<file path="src/rpr_map.svh">
`ifndef RPR_MAP_SVH
`define RPR_MAP_SVH

// Clock
`define RPR_CLK_NS 25
`define RPR_CYC_PER_MS (1000000 / `RPR_CLK_NS)

// Bus widths
`define RPR_ADDR_W 18
`define RPR_DQ_W 16
`define RPR_BANKS 16

// Mode register select, field positions and guard keys
`define RPR_MR0 3'h0
`define RPR_MR4 3'h4
`define RPR_MR4_HARD_BIT 13
`define RPR_MR4_SOFT_BIT 5
`define RPR_KEY_LOW 7'h7F
`define RPR_KEY0 5'h19
`define RPR_KEY1 5'h0F
`define RPR_KEY2 5'h17
`define RPR_KEY3 5'h07
`define RPR_KEY_LAST 2'h3

// Burst and qualification
`define RPR_BURST_CLKS 4
`define RPR_DQ_LOW 16'h0000
`define RPR_DQ_HIGH 16'hFFFF

// Link timing in clock cycles, some derived from ns, us or ms values
`define RPR_WL_CYC 12
`define RPR_TMOD_CYC 24
`define RPR_TRCD_CYC 8
`define RPR_TWR_RP_CYC 16
`define RPR_REFI_NS 7800
`define RPR_REFI_CYC (`RPR_REFI_NS / `RPR_CLK_NS)
`define RPR_PGM_X8_MS 1000
`define RPR_PGM_X16_MS 2000
`define RPR_PGM_X8_CYC (`RPR_PGM_X8_MS * `RPR_CYC_PER_MS)
`define RPR_PGM_X16_CYC (`RPR_PGM_X16_MS * `RPR_CYC_PER_MS)
`define RPR_PGM_EXIT_NS 15
`define RPR_PGM_EXIT_CYC ((`RPR_PGM_EXIT_NS + `RPR_CLK_NS - 1) / `RPR_CLK_NS)
`define RPR_PST_US 50
`define RPR_PST_CYC ((`RPR_PST_US * 1000 + `RPR_CLK_NS - 1) / `RPR_CLK_NS)

// Controller registers
`define RPR_REG_CTRL 4'h0
`define RPR_REG_STATUS 4'h4
`define RPR_REG_TARGET 4'h8
`define RPR_REG_MR0 4'hC
`define RPR_CTRL_START 0
`define RPR_CTRL_WRA 1
`define RPR_CTRL_SKIP 2
`define RPR_STATUS_BUSY 0
`define RPR_STATUS_DONE 1
`define RPR_TGT_BA_LSB 18
`define RPR_TGT_BG_LSB 20
`define RPR_TGT_W 22

`endif

</file>
<file path="src/rpr_pkg.sv">
`include "rpr_map.svh"
package rpr_pkg;

	typedef enum logic [2:0] {
		RPR_DES = 3'h0,
		RPR_MRS = 3'h1,
		RPR_ACT = 3'h2,
		RPR_WR = 3'h3,
		RPR_WRA = 3'h4,
		RPR_REF = 3'h5,
		RPR_PRE = 3'h6
	} rpr_cmd_t;

	typedef enum logic [1:0] {
		RPR_SPARE_NONE = 2'h0,
		RPR_SPARE_SOFT = 2'h1,
		RPR_SPARE_HARD = 2'h2
	} rpr_kind_t;

	function automatic logic [4:0] rpr_key_code(input logic [1:0] idx);
		case (idx)
			2'h0: rpr_key_code = `RPR_KEY0;
			2'h1: rpr_key_code = `RPR_KEY1;
			2'h2: rpr_key_code = `RPR_KEY2;
			default: rpr_key_code = `RPR_KEY3;
		endcase
	endfunction

endpackage

</file>
<file path="src/rpr_if.sv">
`timescale 1ns/100ps
`include "rpr_map.svh"
interface rpr_if;
	import rpr_pkg::*;
	rpr_cmd_t cmd;
	logic [1:0] bg;
	logic [1:0] ba;
	logic [`RPR_ADDR_W-1:0] addr;
	logic [`RPR_DQ_W-1:0] dq;
	logic dq_oe;
	modport ctrl (output cmd, output bg, output ba, output addr, output dq, output dq_oe);
	modport dev (input cmd, input bg, input ba, input addr, input dq, input dq_oe);
endinterface

</file>
<file path="src/rpr_dram_end.sv">
`timescale 1ns/100ps
`include "rpr_map.svh"
// Overview of operation
// - Hard repair reuses and clears bank soft spare
// - Hard spare is never overwritten; only reset clears it
// - Controller starts with banks idle, DBI/CRC off
// - MR4 bit 13 hard, bit 5 soft enable
// - Controller enters with hard repair mode only, soft mode off
// - Auto-precharge variant refreshes all banks outside the repaired bank pair
// - Plain write variant performs no refresh
// - Bank address bit 0 ignored for refresh exclusion
// - Only sequence commands are legal during repair
// - Controller holds DQ high after MR4 entry
// - Four MR0 guard keys, tMOD apart, uninterrupted
// - Guard key codes on A11..A7, A6:0 ones
// - Wrong or interrupted keys make cycle a no-op
// - After broken entry, ACT/WR act normally
// - Controller activates row, then writes same bank
// - All DQ low over burst bits repairs
// - All DQ high two clocks skips repair
// - Refresh only after WL+4+tWR+tRP
// - Refresh spacing; repaired bank not refreshed
// - Precharge after program time, then exit wait
// - MR4 bit 13 cleared, then wait exit time
// - Sequence repeatable; restore MR0 afterwards
// - Program, precharge-exit and mode-exit minimum times
module rpr_dram_end
	import rpr_pkg::*;
(
	// Clock and reset
	input wire logic i_clock,
	input wire logic i_resetn,
	// Command bus from the controller
	rpr_if.dev bus,
	// Spare row lookup
	input wire logic [3:0] i_lookup_bank,
	output logic [`RPR_ADDR_W-1:0] o_lookup_row,
	// Repair status
	output logic o_hard_mode,
	output logic o_soft_mode,
	output logic o_repair_armed,
	output logic o_repair_done,
	output logic o_repair_skipped,
	output logic o_repair_unknown,
	output logic o_normal_access,
	output logic [`RPR_BANKS-1:0] o_refresh_banks,
	output logic [2*`RPR_BANKS-1:0] o_spare_kinds
);

	typedef enum logic [7:0] {
		RPR_D_IDLE = 8'h01,
		RPR_D_KEY = 8'h02,
		RPR_D_NOP = 8'h04,
		RPR_D_ARMED = 8'h08,
		RPR_D_ROW = 8'h10,
		RPR_D_WL = 8'h20,
		RPR_D_DATA = 8'h40,
		RPR_D_PROG = 8'h80
	} rpr_dstate_t;

	rpr_dstate_t state_r;
	logic hard_r;
	logic soft_r;
	logic [1:0] key_idx_r;
	logic [3:0] tgt_r;
	logic [`RPR_ADDR_W-1:0] row_r;
	logic auto_r;
	logic [7:0] cnt_r;
	logic low_all_r;
	logic prev_high_r;
	logic two_high_r;
	rpr_kind_t kind_r [`RPR_BANKS];
	logic [`RPR_ADDR_W-1:0] spare_row_r [`RPR_BANKS];
	logic done_r;
	logic skipped_r;
	logic unknown_r;
	logic normal_r;
	logic [`RPR_BANKS-1:0] refresh_r;
	logic [`RPR_ADDR_W-1:0] lookup_r;

	// Command decode
	wire [3:0] cmd_bank = {bus.bg, bus.ba};
	wire [2:0] mr_sel = {bus.bg[0], bus.ba};
	wire is_des = (bus.cmd == RPR_DES);
	wire is_mrs = (bus.cmd == RPR_MRS);
	wire is_mr4 = is_mrs && (mr_sel == `RPR_MR4);
	wire is_act = (bus.cmd == RPR_ACT);
	wire is_wr = (bus.cmd == RPR_WR);
	wire is_wra = (bus.cmd == RPR_WRA);
	wire is_ref = (bus.cmd == RPR_REF);
	wire is_pre = (bus.cmd == RPR_PRE);
	wire key_ok = is_mrs && (cmd_bank == 4'h0)
		&& (bus.addr[11:7] == rpr_key_code(key_idx_r)) && (bus.addr[6:0] == `RPR_KEY_LOW);
	wire mr4_hard = bus.addr[`RPR_MR4_HARD_BIT];
	wire mr4_soft = bus.addr[`RPR_MR4_SOFT_BIT];

	// Burst qualification, a lane not driven counts as neither level
	wire dq_low = bus.dq_oe && (bus.dq == `RPR_DQ_LOW);
	wire dq_high = bus.dq_oe && (bus.dq == `RPR_DQ_HIGH);
	wire low_fin = low_all_r && dq_low;
	// Two consecutive high clocks anywhere in the burst are kept until the last beat
	wire high_fin = two_high_r || (prev_high_r && dq_high);
	wire last_beat = (state_r == RPR_D_DATA) && (cnt_r == 8'h00);
	wire commit = last_beat && low_fin;
	wire tgt_hard = (kind_r[tgt_r] == RPR_SPARE_HARD);
	wire do_write = commit && !tgt_hard;
	wire in_mode = (state_r != RPR_D_IDLE) && (state_r != RPR_D_NOP);

	// Refresh keep mask: the repaired bank and its bank-bit-0 partner are left out
	wire [`RPR_BANKS-1:0] keep_mask;
	generate
		for (genvar i = 0; i < `RPR_BANKS; i++) begin : g_bank
			assign keep_mask[i] = (4'(i) >> 1) != (tgt_r >> 1);
			assign o_spare_kinds[2*i +: 2] = kind_r[i];
		end
	endgenerate

	wire ref_normal = is_ref && !in_mode;
	wire ref_repair = is_ref && (state_r == RPR_D_PROG) && auto_r;
	wire [`RPR_BANKS-1:0] refresh_nxt = ref_normal ? {`RPR_BANKS{1'b1}} :
		ref_repair ? keep_mask : {`RPR_BANKS{1'b0}};

	// Mode register 4 and entry sequence
	always_ff @(posedge i_clock or negedge i_resetn) begin
		if (!i_resetn) begin
			hard_r <= 1'b0;
			soft_r <= 1'b0;
		end else if (is_mr4) begin
			hard_r <= mr4_hard;
			soft_r <= mr4_soft;
		end
	end

	always_ff @(posedge i_clock or negedge i_resetn) begin
		if (!i_resetn) begin
			state_r <= RPR_D_IDLE;
			key_idx_r <= 2'h0;
			tgt_r <= 4'h0;
			row_r <= '0;
			auto_r <= 1'b0;
			cnt_r <= 8'h00;
			low_all_r <= 1'b0;
			prev_high_r <= 1'b0;
			two_high_r <= 1'b0;
		end else if (is_mr4) begin
			key_idx_r <= 2'h0;
			state_r <= (mr4_hard || mr4_soft) ? RPR_D_KEY : RPR_D_IDLE;
		end else begin
			case (state_r)
				RPR_D_KEY: begin
					if (key_ok) begin
						key_idx_r <= key_idx_r + 2'h1;
						if (key_idx_r == `RPR_KEY_LAST) begin
							state_r <= RPR_D_ARMED;
						end
					end else if (!is_des) begin
						state_r <= RPR_D_NOP;
					end
				end
				RPR_D_ARMED: begin
					if (is_act) begin
						tgt_r <= cmd_bank;
						row_r <= bus.addr;
						state_r <= RPR_D_ROW;
					end
				end
				RPR_D_ROW: begin
					if ((is_wr || is_wra) && (cmd_bank == tgt_r)) begin
						auto_r <= is_wra;
						// The write is taken one edge after its cycle, so wait one less
						cnt_r <= 8'(`RPR_WL_CYC - 2);
						state_r <= RPR_D_WL;
					end
				end
				RPR_D_WL: begin
					if (cnt_r == 8'h00) begin
						cnt_r <= 8'(`RPR_BURST_CLKS - 1);
						low_all_r <= 1'b1;
						prev_high_r <= 1'b0;
						two_high_r <= 1'b0;
						state_r <= RPR_D_DATA;
					end else begin
						cnt_r <= cnt_r - 8'h01;
					end
				end
				RPR_D_DATA: begin
					low_all_r <= low_fin;
					prev_high_r <= dq_high;
					two_high_r <= high_fin;
					cnt_r <= cnt_r - 8'h01;
					if (cnt_r == 8'h00) begin
						state_r <= RPR_D_PROG;
					end
				end
				RPR_D_PROG: begin
					if (is_pre) begin
						state_r <= RPR_D_NOP;
					end
				end
				default: begin
				end
			endcase
		end
	end

	// Spare records; hard entries would be fuses, a reset model clears them
	always_ff @(posedge i_clock or negedge i_resetn) begin
		if (!i_resetn) begin
			for (int b = 0; b < `RPR_BANKS; b++) begin
				kind_r[b] <= RPR_SPARE_NONE;
			end
		end else if (do_write) begin
			kind_r[tgt_r] <= hard_r ? RPR_SPARE_HARD : RPR_SPARE_SOFT;
		end
	end

	always_ff @(posedge i_clock) begin
		if (do_write) begin
			spare_row_r[tgt_r] <= row_r;
		end
	end

	always_ff @(posedge i_clock or negedge i_resetn) begin
		if (!i_resetn) begin
			done_r <= 1'b0;
			skipped_r <= 1'b0;
			unknown_r <= 1'b0;
			normal_r <= 1'b0;
			refresh_r <= '0;
			lookup_r <= '0;
		end else begin
			done_r <= commit;
			skipped_r <= last_beat && !low_fin && high_fin;
			unknown_r <= last_beat && !low_fin && !high_fin;
			normal_r <= !in_mode && !is_mr4 && (is_act || is_wr || is_wra);
			refresh_r <= refresh_nxt;
			lookup_r <= (kind_r[i_lookup_bank] == RPR_SPARE_NONE) ? '0 : spare_row_r[i_lookup_bank];
		end
	end

	assign o_hard_mode = hard_r;
	assign o_soft_mode = soft_r;
	assign o_repair_armed = (state_r == RPR_D_ARMED);
	assign o_repair_done = done_r;
	assign o_repair_skipped = skipped_r;
	assign o_repair_unknown = unknown_r;
	assign o_normal_access = normal_r;
	assign o_refresh_banks = refresh_r;
	assign o_lookup_row = lookup_r;

endmodule

</file>
<file path="src/flat_wrapper.sv">
// flat-port wrapper written by rule: the top's interface ports become plain ports
module rpr_dram_end_flat import rpr_pkg::*;
  (i_clock, i_resetn, i_lookup_bank, o_lookup_row, o_hard_mode, o_soft_mode, o_repair_armed, o_repair_done, o_repair_skipped, o_repair_unknown, o_normal_access, o_refresh_banks, o_spare_kinds, bus_cmd, bus_bg, bus_ba, bus_addr, bus_dq, bus_dq_oe);
  rpr_if bus_i ();
  input wire logic i_clock;
  input wire logic i_resetn;
  input wire logic [3:0] i_lookup_bank;
  output logic [`RPR_ADDR_W-1:0] o_lookup_row;
  output logic o_hard_mode;
  output logic o_soft_mode;
  output logic o_repair_armed;
  output logic o_repair_done;
  output logic o_repair_skipped;
  output logic o_repair_unknown;
  output logic o_normal_access;
  output logic [`RPR_BANKS-1:0] o_refresh_banks;
  output logic [2*`RPR_BANKS-1:0] o_spare_kinds;
  input wire logic [$bits(bus_i.cmd)-1:0] bus_cmd;
  input wire logic [$bits(bus_i.bg)-1:0] bus_bg;
  input wire logic [$bits(bus_i.ba)-1:0] bus_ba;
  input wire logic [$bits(bus_i.addr)-1:0] bus_addr;
  input wire logic [$bits(bus_i.dq)-1:0] bus_dq;
  input wire logic [$bits(bus_i.dq_oe)-1:0] bus_dq_oe;
  assign bus_i.cmd = bus_cmd;
  assign bus_i.bg = bus_bg;
  assign bus_i.ba = bus_ba;
  assign bus_i.addr = bus_addr;
  assign bus_i.dq = bus_dq;
  assign bus_i.dq_oe = bus_dq_oe;
  rpr_dram_end u_core (.i_clock(i_clock), .i_resetn(i_resetn), .bus(bus_i), .i_lookup_bank(i_lookup_bank), .o_lookup_row(o_lookup_row), .o_hard_mode(o_hard_mode), .o_soft_mode(o_soft_mode), .o_repair_armed(o_repair_armed), .o_repair_done(o_repair_done), .o_repair_skipped(o_repair_skipped), .o_repair_unknown(o_repair_unknown), .o_normal_access(o_normal_access), .o_refresh_banks(o_refresh_banks), .o_spare_kinds(o_spare_kinds));
endmodule
</file>
<file path="config.mk">
export PLATFORM = sky130hd
export DESIGN_NAME = rpr_dram_end_flat
export DESIGN_NICKNAME = d
export VERILOG_FILES = /design/src/rpr_pkg.sv /design/src/rpr_if.sv /design/src/rpr_dram_end.sv /design/src/flat_wrapper.sv
export VERILOG_INCLUDE_DIRS = /design/src
export SDC_FILE = /design/constraint.sdc
export NUM_CORES = 1
export LEC_CHECK = 0
export BUFFER_PORTS_ARGS = -buffer_cell sky130_fd_sc_hd__buf_2
export CAP_MARGIN = 20
export CORE_UTILIZATION = 54
export CTS_CLUSTER_SIZE = 10
export DETAILED_ROUTE_END_ITERATION = 10
export PLACE_DENSITY = 0.76
export RECOVER_POWER = 100
export SETUP_SLACK_MARGIN = 0.1
export SYNTH_ARGS = -nofsm -noshare
export SYNTH_HDL_FRONTEND = slang
export SYNTH_SLANG_ARGS = --single-unit
</file>
<file path="constraint.sdc">
create_clock -name i_clock -period 4.2 [get_ports i_clock]
set_input_delay 0.84 -clock i_clock [delete_from_list [all_inputs] [get_ports i_clock]]
set_output_delay 0.84 -clock i_clock [all_outputs]
set_load 0.01 [all_outputs]
</file>
==> flow_summary.toml, run 1 <==
[power_and_ir_drop]
p_leak_nw = 7.355
p_per_area_nw_per_um2 = 441.4
ir_drop_mv = 0.2892
report.power.total_mw = 8.182

[routing]
detail_route.wl_per_cell_um = 24.81
antenna_left = 0
dr.pass1.iters = 5
wirelength_um = 37610
drt_iter0_markers = 960
route.detailed.drc = 0
vias = 9401
routed_via_density = 6.201

[yosys]
synth_area_um2 = 16340
synth_edf_count = 288
muxShareOfSynthArea_pct = 16.16
synth_top_family_by_area = "multiplexers"
ys_warn_count = 0
ys_types = 59
avgSynthCellArea_um2 = 17.15
synth_ff_type = "edfxtp_1"
synth_compound_area_share_pct = 3.744
synth_xor_area_share_pct = 0.4824
syn_inst = 953
async_flop_share_pct = 27.27
synth_fp_nets = 1007
ys_seq_area_share_pct = 69.47
synth_fa_ha_area_share_pct = 0.4594
ys_ff_latch = 396
synthSimpleGateAreaFrac_pct = 7.610

[timing]
fin_setup_tns_ns = 0
post-route-min-period_ns = 3.697
fmax_mhz = 270.5
worst_slew_pin_slew_ns = 1.935
maxSlewViolCount = 138
fin_crit_sh_pct = 88.03
hold_violations = 0
holdWs_ns = 0.4820
setup_viol = 0
slew-limit-headroom_pct = -29.01
rsz0062_at_grt = "no"
fin_skew_ns = 0.02162

[global_routing]
grt-ovfl-total = 0
grt.met3_usage_pct = 4.113
grt_max_degree = 68
track_usage_pct = 25.18
grt_pass1_vias = 9563
met1_usage_pct = 34.29
antenna_found_initial = 1
grt_pass1_wl_um = 57020
top_usage_layer = "met2"
met2_usage_pct = 41.85

[cells_and_area]
syn_to_final_growth_pct = 13.42
finalNetCount = 1146
fillers = 2120
seqCellArea_um2 = 11350
antenna_cells = 0
layout-drive-gt1-share_pct = 23.18
multi_input_area_um2 = 4638
final_area_um2 = 18540

[cts]
cts_tree = "yes"
post_cts_resized = 0
ctsHoldBuffers = 0
htreeDepth = 2
cts_root_buf = "clkbuf_16"
clock_sinks = 396
cts_buffers = 45
clk_latency_ns = 0.54
cts.clk_slew.worst_paths_ns = 0.06
cts_max_path_buffers = 3
cts_setup_buffers = 0

[die]
rows = 63
fp.dieH_um = 176.0
die_w_um = 176.0
pin_count = 121
core_um2 = 29720
die_area_um2 = 30960
initial_utilization_pct = 54.99

[run_status]
violations = "max-capacitance violations, max-slew violations"
status = "finished with violations"

[place]
io_buffers = 120
place_area_um2 = 17500
hpwl_um = 21080
place_congestion = 0.8616

[setup_path]
critPathRequiredTime_ns = 4.36
path_class = "reg2reg"
end_kind = "flop"
worst_ep_arrival_time_ns = 3.86
crit_fanout = 15
startpoint_type = "flop"

[flow_run]
max-cap-violations = 3

[min_path]
hp-class = "reg2reg"
-- registers in the layout, summed over array words and instances, names as in the netlist, 2 cells and up --
register / count
u_core.key_idx_r: 2
u_core.row_r: 18
u_core.o_refresh_banks: 8
u_core.state_r: 8
u_core.tgt_r: 4
u_core.spare_row_r: 288
u_core.o_spare_kinds: 32
u_core.cnt_r: 8
u_core.o_lookup_row: 18
-- report_power, final --
group	switching [mW]	internal (mW)	leakage [nW]	total, mW
registers	0.0596	4.23	4.79	4.29
logic	0.242	0.143	1.94	0.385
clock network	1.46	2.05	0.623	3.51
total	1.76	6.42	7.35	8.18
-- cell type report --
cell class              count  area share [%]
inverters                  14          0.2835
repair buffers            153           3.740
clock inverters             2          0.1958
clock buffers              79           6.879
well taps                 390           2.633
flip-flops and latches    396           61.25
multi-input cells         482           25.02
-- worst paths after layout --
| kind | slack [ns] | endpoint | start | cells after the start |
|---|---|---|---|---|
| setup / recovery | 0.50 | u_core.spare_row_r[11][11]$_DFFE_PP_ | u_core.cnt_r[0]$_DFFE_PN0P_ | 8 |
| hold / removal | 0.48 | u_core.o_soft_mode$_DFFE_PN0P_ | u_core.o_soft_mode$_DFFE_PN0P_ | 2 |
| setup reg to reg | 0.50 | u_core.spare_row_r[11][11]$_DFFE_PP_ | u_core.cnt_r[0]$_DFFE_PN0P_ | 8 |
| hold reg to reg | 0.48 | u_core.o_soft_mode$_DFFE_PN0P_ | u_core.o_soft_mode$_DFFE_PN0P_ | 2 |
| max in group asynchronous | 1.40 | u_core.o_spare_kinds[27]$_DFFE_PN0P_ | i_resetn | 2 |
| min in group asynchronous | 0.77 | u_core.o_lookup_row[17]$_DFF_PN0_ | i_resetn | 1 |
-- per-stage QoR --
step           worst slack [ns]  std cells  utilization (%)
2_1_floorplan           -0.1211        953                -
3_3_place_gp             0.8835       1435            58.89
3_5_place_dp             0.7618       1435            58.89
4_1_cts                  0.8658       1516            63.30
5_1_grt                  0.3109       1516            62.37
6_report                 0.5026       1516            62.37
-- Yosys cell counts (8+ instances only) --
cell,n,area [um^2]
o21ai_0,41,205.2
a21oi_1,21,105.1
buf_2,10,50.05
buf_4,8,60.06
nor3_1,24,120.1
dfrtp_1,107,2678
inv_1,14,52.55
mux4_2,99,2230
clkbuf_1,38,142.6
nand2_1,67,251.5
nor2_1,32,120.1
nor2b_1,24,150.1
mux2_2,29,326.6
nor4_1,15,93.84
edfxtp_1,288,8648
or3_1,10,62.56
-- worst max-delay path: stages (launching register included) --
cell,delay (ns)
dfrtp_1,0.38
inv_1,0.10
ha_1,0.20
nor3b_1,0.36
nand2_1,0.13
nor2_1,0.31
nand3_1,0.40
nor3_1,0.81
clkbuf_2,0.62
-- layer usage --
layer | part of all wire [%] | wire [um]
met1 | 39 | 14750
met2 | 50 | 18910
met3 | 7.6 | 2859
met4 | 2.9 | 1073
met5 | 0.035 | 13
-- layout by cell type, fill, tap and decap left out, types with 20 or more instances in the layout --
cell type / n
o21ai_0: 43
mux2_2: 29
nor2_1: 32
nand2_1: 67
clkbuf_16: 46
a21oi_1: 20
edfxtp_1: 288
nor3_1: 21
mux4_2: 99
nor2b_1: 24
clkbuf_1: 113
buf_2: 43
dfrtp_1: 107
-- cell families (layout without fill, tap and decap cells) --
group	Yosys count	after routing
mux	134	134
xor+xnor	9	9
buf+inv	75	248
simple gates	232	232
flops	396	396
compound gates	101	101
fa+ha+maj	6	6
(Power assumes the default switching activity.)
==> run 2, diff against run 1 <==
--- a/config.mk
+++ b/config.mk
@@ -8,10 +8,10 @@
 export LEC_CHECK = 0
 export BUFFER_PORTS_ARGS = -buffer_cell sky130_fd_sc_hd__buf_2
 export CAP_MARGIN = 20
-export CORE_UTILIZATION = 54
+export CORE_UTILIZATION = 60
 export CTS_CLUSTER_SIZE = 10
 export DETAILED_ROUTE_END_ITERATION = 10
-export PLACE_DENSITY = 0.76
+export PLACE_DENSITY = 0.8
 export RECOVER_POWER = 100
 export SETUP_SLACK_MARGIN = 0.1
 export SYNTH_ARGS = -nofsm -noshare
==> constraint.sdc (replaced) <==
create_clock -name i_clock -period 3.6 [get_ports i_clock]
set_input_delay 0.72 -clock i_clock [delete_from_list [all_inputs] [get_ports i_clock]]
set_output_delay 0.72 -clock i_clock [all_outputs]
set_load 0.01 [all_outputs]
==> run 2 against run 1 <==
Net effect:
- the flow still finishes with violations (max-capacitance violations, max-slew violations)
- cell area is 0.64% higher
- core utilization is 7.2 points higher
- fmax is 12% higher
- routed wire length is 3.7% higher
- sequential share of layout area is 0.39 points lower
- die area is 9.9% lower
- highest routed layer is now met4
==> flow_summary.toml, run 2 (same netlist as run 1, synthesis figures left out) <==
[setup_path]
critPathRequiredTime_ns = 3.76
cpPeakStageDelay_ns = 0.70
startpoint_type = "flop"
slowest_stage = "dfrtp_1"
crit_fanout = 18
worst_ep_arrival_time_ns = 3.46
path_cells = "mux4_2, a22oi_1, a21oi_1, buf_4, buf_4, nor4_1, clkbuf_2"
crit_buf_inv = 3
end_kind = "flop"
path_common_cell = "buf_4"
path_class = "reg2reg"
critPathTopFamily = "buffers and inverters"
r2r_setup_slack_ns = 0.29

[cts]
cts_setup_buffers = 0
cts.clk_slew.worst_paths_ns = 0.05
htreeDepth = 2
clock_sinks = 396
cts_max_path_buffers = 3
cts_tree = "yes"
cts_root_buf = "clkbuf_16"
post_cts_resized = 0
ctsHoldBuffers = 0
clk_latency_ns = 0.55
cts_buffers = 46

[routing]
vias = 9555
dr.pass1.iters = 5
drt_iter0_markers = 1028
antenna_left = 0
route.detailed.drc = 0
wirelength_um = 39000
detail_route.wl_per_cell_um = 26.35
routed_via_density = 6.456

[global_routing]
grt_pass1_vias = 9820
track_usage_pct = 28.77
grt-ovfl-total = 0
antenna_found_initial = 2
grt_pass1_wl_um = 58630
grt_max_degree = 87

[place]
place_congestion = 0.8812
dp.cells = 1394
hpwl_um = 22530
io_buffers = 120

[die]
initial_utilization_pct = 60.98
pin_count = 121
die_area_um2 = 27900
fp.dieH_um = 167.0
rows = 60
core_um2 = 26800
die_w_um = 167.0

[timing]
maxSlewViolCount = 50
fin_setup_tns_ns = 0
post-route-min-period_ns = 3.306
fin_skew_ns = 0.02178
slew-limit-headroom_pct = -13.59
fmax_mhz = 302.5
hold_violations = 0
rsz0062_at_grt = "no"
fin_crit_sh_pct = 91.84
holdWs_ns = 0.4117
setup_viol = 0
worst_slew_pin_slew_ns = 1.704

[power_and_ir_drop]
ir_drop_mv = 0.3163
p_leak_nw = 7.437
p_per_area_nw_per_um2 = 518.0
report.power.total_mw = 9.662

[cells_and_area]
top_register = "u_core.spare_row_r"
finalNetCount = 1155
syn_to_final_growth_pct = 14.15
layout-drive-gt1-share_pct = 23.66
layout_commonest_cell = "edfxtp_1"
instances_no_fill = 1480
mostFrequentLayoutCells = "edfxtp_1, clkbuf_1, dfrtp_1, mux4_2, nand2_1"
largest_reg_flops = 288

[min_path]
hp-class = "in2reg"

[run_status]
status = "finished with violations"
violations = "max-capacitance violations, max-slew violations"

[flow_run]
max-cap-violations = 2
## run 2: through the flow
step	utilization (%)	setup slack (ns)	area (um^2)
after floorplan	-	-0.6011	16340
after global placement	65.49	0.1682	17550
after detailed placement	65.52	0.1706	17560
after CTS	70.57	0.3713	18910
after global routing	69.58	0.1275	18650
final	69.60	0.2937	18650
## run 2: layer usage
metal / global-route usage, % / part of all wire (%) / vias to the layer above
li1: - / - / 4063
met1: 37.83 / 38 / 4864
met2: 47.63 / 51 / 524
met3: 5.490 / 8.2 / 104
met4: 12.04 / 3.6 / 0
met5: 0 / 0 / -
## run 2: layout make-up
| class | count | area (um^2) |
|---|---|---|
| Fill cell | 1739 | 8147 |
| Timing Repair Buffer | 161 | 819.5 |
| Inverter | 14 | 52.55 |
| Clock buffer | 80 | 1310 |
| Sequential cell | 396 | 11350 |
| Tap cell | 341 | 426.7 |
| Antenna cell | 2 | 5.005 |
| Clock inverter | 4 | 45.04 |
| Multi-Input combinational cell | 482 | 4643 |
## run 2: report_power, final
part	internal [mW]	switching (mW)	leakage, nW
clock	2.46	1.74	0.644
combinational	0.173	0.289	2.01
sequential	4.93	0.0691	4.79
## run 2: worst paths after layout
kind | start | end | cells past startpoint
worst min-delay path | bus_addr[14] | u_core.row_r[14]$_DFFE_PN0P_ | 2
min in group asynchronous | i_resetn | u_core.row_r[17]$_DFFE_PN0P_ | 1
max in group asynchronous | i_resetn | u_core.o_lookup_row[10]$_DFF_PN0_ | 2
worst max-delay path | u_core.tgt_r[0]$_DFFE_PN0P_ | u_core.spare_row_r[0][10]$_DFFE_PP_ | 7
worst max register to register | u_core.tgt_r[0]$_DFFE_PN0P_ | u_core.spare_row_r[0][10]$_DFFE_PP_ | 7
worst min register to register | u_core.prev_high_r$_DFFE_PN0P_ | u_core.prev_high_r$_DFFE_PN0P_ | 2
==> run 3, diff against run 2 <==
--- a/config.mk
+++ b/config.mk
@@ -6,13 +6,13 @@
 export SDC_FILE = /design/constraint.sdc
 export NUM_CORES = 1
 export LEC_CHECK = 0
-export BUFFER_PORTS_ARGS = -buffer_cell sky130_fd_sc_hd__buf_2
+export BUFFER_PORTS_ARGS = -buffer_cell sky130_fd_sc_hd__clkbuf_2
 export CAP_MARGIN = 20
 export CORE_UTILIZATION = 60
 export CTS_CLUSTER_SIZE = 10
 export DETAILED_ROUTE_END_ITERATION = 10
 export PLACE_DENSITY = 0.8
-export RECOVER_POWER = 100
+export RECOVER_POWER = 50
 export SETUP_SLACK_MARGIN = 0.1
 export SYNTH_ARGS = -nofsm -noshare
 export SYNTH_HDL_FRONTEND = slang
==> run 3 against run 2 <==
Net effect:
- the run still ends with max-capacitance violations, max-slew violations left
- sequential share of layout area decreased by 0.43 points
- routed wire length decreased by 0.77%
- worst hold slack lost 0.0078 ns
- clock skew fell by 0.0029 ns
- critical endpoint is now u_core.o_spare_kinds[1]$_DFFE_PN0P_
- largest power group unchanged
- highest routed layer unchanged
==> flow_summary.toml, run 3 (same netlist as run 1, synthesis figures left out) <==
[power_and_ir_drop]
report.power.total_mw = 9.605
p_per_area_nw_per_um2 = 511.2
ir_drop_mv = 0.3667
p_leak_nw = 7.606

[cts]
cts_buffers = 45
clock_sinks = 396
post_cts_resized = 0
cts_tree = "yes"
cts_max_path_buffers = 3
ctsHoldBuffers = 0
cts_setup_buffers = 0
htreeDepth = 2
clk_latency_ns = 0.55
cts.clk_slew.worst_paths_ns = 0.06
cts_root_buf = "clkbuf_16"

[routing]
wirelength_um = 38700
route.detailed.drc = 0
drt_iter0_markers = 1030
detail_route.wl_per_cell_um = 26.25
routed_via_density = 6.501
vias = 9583
dr.pass1.iters = 8
antenna_left = 0

[setup_path]
startpoint_type = "flop"
r2r-start = "u_core.cnt_r[0]$_DFFE_PN0P_"
end_kind = "flop"
worst_ep_arrival_time_ns = 3.59
critPathRequiredTime_ns = 4.02
crit_fanout = 15
worstRegToRegCells = 8
path_class = "reg2reg"
r2r_setup_slack_ns = 0.43
regToRegEndpoint = "u_core.o_spare_kinds[1]$_DFFE_PN0P_"

[timing]
fmax_mhz = 315.3
layout_setup_ws_ns = 0.4283
setup_viol = 0
worst_slew_pin_slew_ns = 1.517
hold_violations = 0
maxSlewViolCount = 57
post-route-min-period_ns = 3.172
fin_skew_ns = 0.01891
rsz0062_at_grt = "no"
fin_crit_sh_pct = 88.10
slew-limit-headroom_pct = -1.113
fin_setup_tns_ns = 0

[die]
pin_count = 121
rows = 60
die_w_um = 167.0
initial_utilization_pct = 60.98
core_um2 = 26800
fp.dieH_um = 167.0
die_area_um2 = 27900

[run_status]
violations = "max-capacitance violations, max-slew violations"
status = "finished with violations"

[global_routing]
grt_pass1_vias = 9728
antenna_found_initial = 0
track_usage_pct = 28.58
grt_pass1_wl_um = 58520
grt_max_degree = 57
grt-ovfl-total = 0

[cells_and_area]
instances_no_fill = 1474
antenna_cells = 0
top_register = "u_core.spare_row_r"
layout-drive-gt1-share_pct = 29.30
mostFrequentLayoutCells = "edfxtp_1, dfrtp_1, mux4_2, clkbuf_2, clkbuf_1"
largest_reg_flops = 288
layout_commonest_cell = "edfxtp_1"
finalNetCount = 1151
final_area_um2 = 18790
syn_to_final_growth_pct = 14.97

[min_path]
hp-start = "bus_addr[15]"
hold_end = "u_core.row_r[15]$_DFFE_PN0P_"
whs_path_depth = 2
hp-class = "in2reg"

[place]
place_congestion = 0.8662
dp.cells = 1391
dp_slack_ns = 0.4975
hpwl_um = 21740
io_buffers = 120
place_area_um2 = 17530

[flow_run]
max-cap-violations = 1
==> run 3: cell types whose count changed in the layout (fill, tap and decap cells not counted), sizes merged <==
cell / before / now
clkinv: 3 / 1
buf: 64 / 38
diode: 2 / 0
clkbuf: 177 / 201
==> run 3: per-stage QoR <==
step / hold slack, ns / util [%]
2_1_floorplan: 0.4244 / -
4_1_cts: 0.2767 / 70.35
5_1_grt: 0.3995 / 70.10
3_3_place_gp: 0.4625 / 65.40
6_report: 0.4039 / 70.10
3_5_place_dp: 0.4764 / 65.40
==> run 3: how the worst max path moves through the flow <==
stage,endpoint,slack (ns),cells after the start,from
floorplan,u_core.spare_row_r[0][0]$_DFFE_PP_,-0.60,5,bus_dq[13]
global placement,u_core.o_spare_kinds[1]$_DFFE_PN0P_,0.60,6,bus_dq[13]
detailed placement,u_core.o_spare_kinds[1]$_DFFE_PN0P_,0.50,7,bus_dq[1]
CTS,u_core.spare_row_r[12][8]$_DFFE_PP_,0.52,7,u_core.tgt_r[0]$_DFFE_PN0P_
global route,u_core.o_spare_kinds[1]$_DFFE_PN0P_,0.23,8,u_core.cnt_r[0]$_DFFE_PN0P_
finish,u_core.o_spare_kinds[1]$_DFFE_PN0P_,0.43,8,u_core.cnt_r[0]$_DFFE_PN0P_
==> run 3: worst max-delay path, cell delays in order (launching register included) <==
cell and delay (ns):
dfrtp_1 0.40, inv_1 0.11, ha_1 0.22, nor3b_1 0.40
nand2_1 0.15, nor2_1 0.34, nand3_1 0.49, or4_1 0.64
mux2_2 0.31
==> run 3: layout make-up <==
cell class                 instances  area [um^2]
inverter                          14        52.55
tap                              341        426.7
fill                            1625         8013
clock inverter                     2        36.28
multi-input combinational        482         4736
timing repair buffer             158        892.1
sequential                       396        11350
clock buffer                      81         1292
==> run 3: report_power, final <==
| part | switching (mW) | internal, mW |
|---|---|---|
| clock network | 1.71 | 2.42 |
| logic | 0.290 | 0.178 |
| registers | 0.0761 | 4.93 |
==> run 3: per-layer routing <==
layer  part of all wire (%)  routed length (um)  track usage, %
met3                    7.7                2967           4.515
met4                    3.4                1297           11.39
met1                     39               14910           38.45
met2                     50               19520           47.37
met5                      0                   0               0
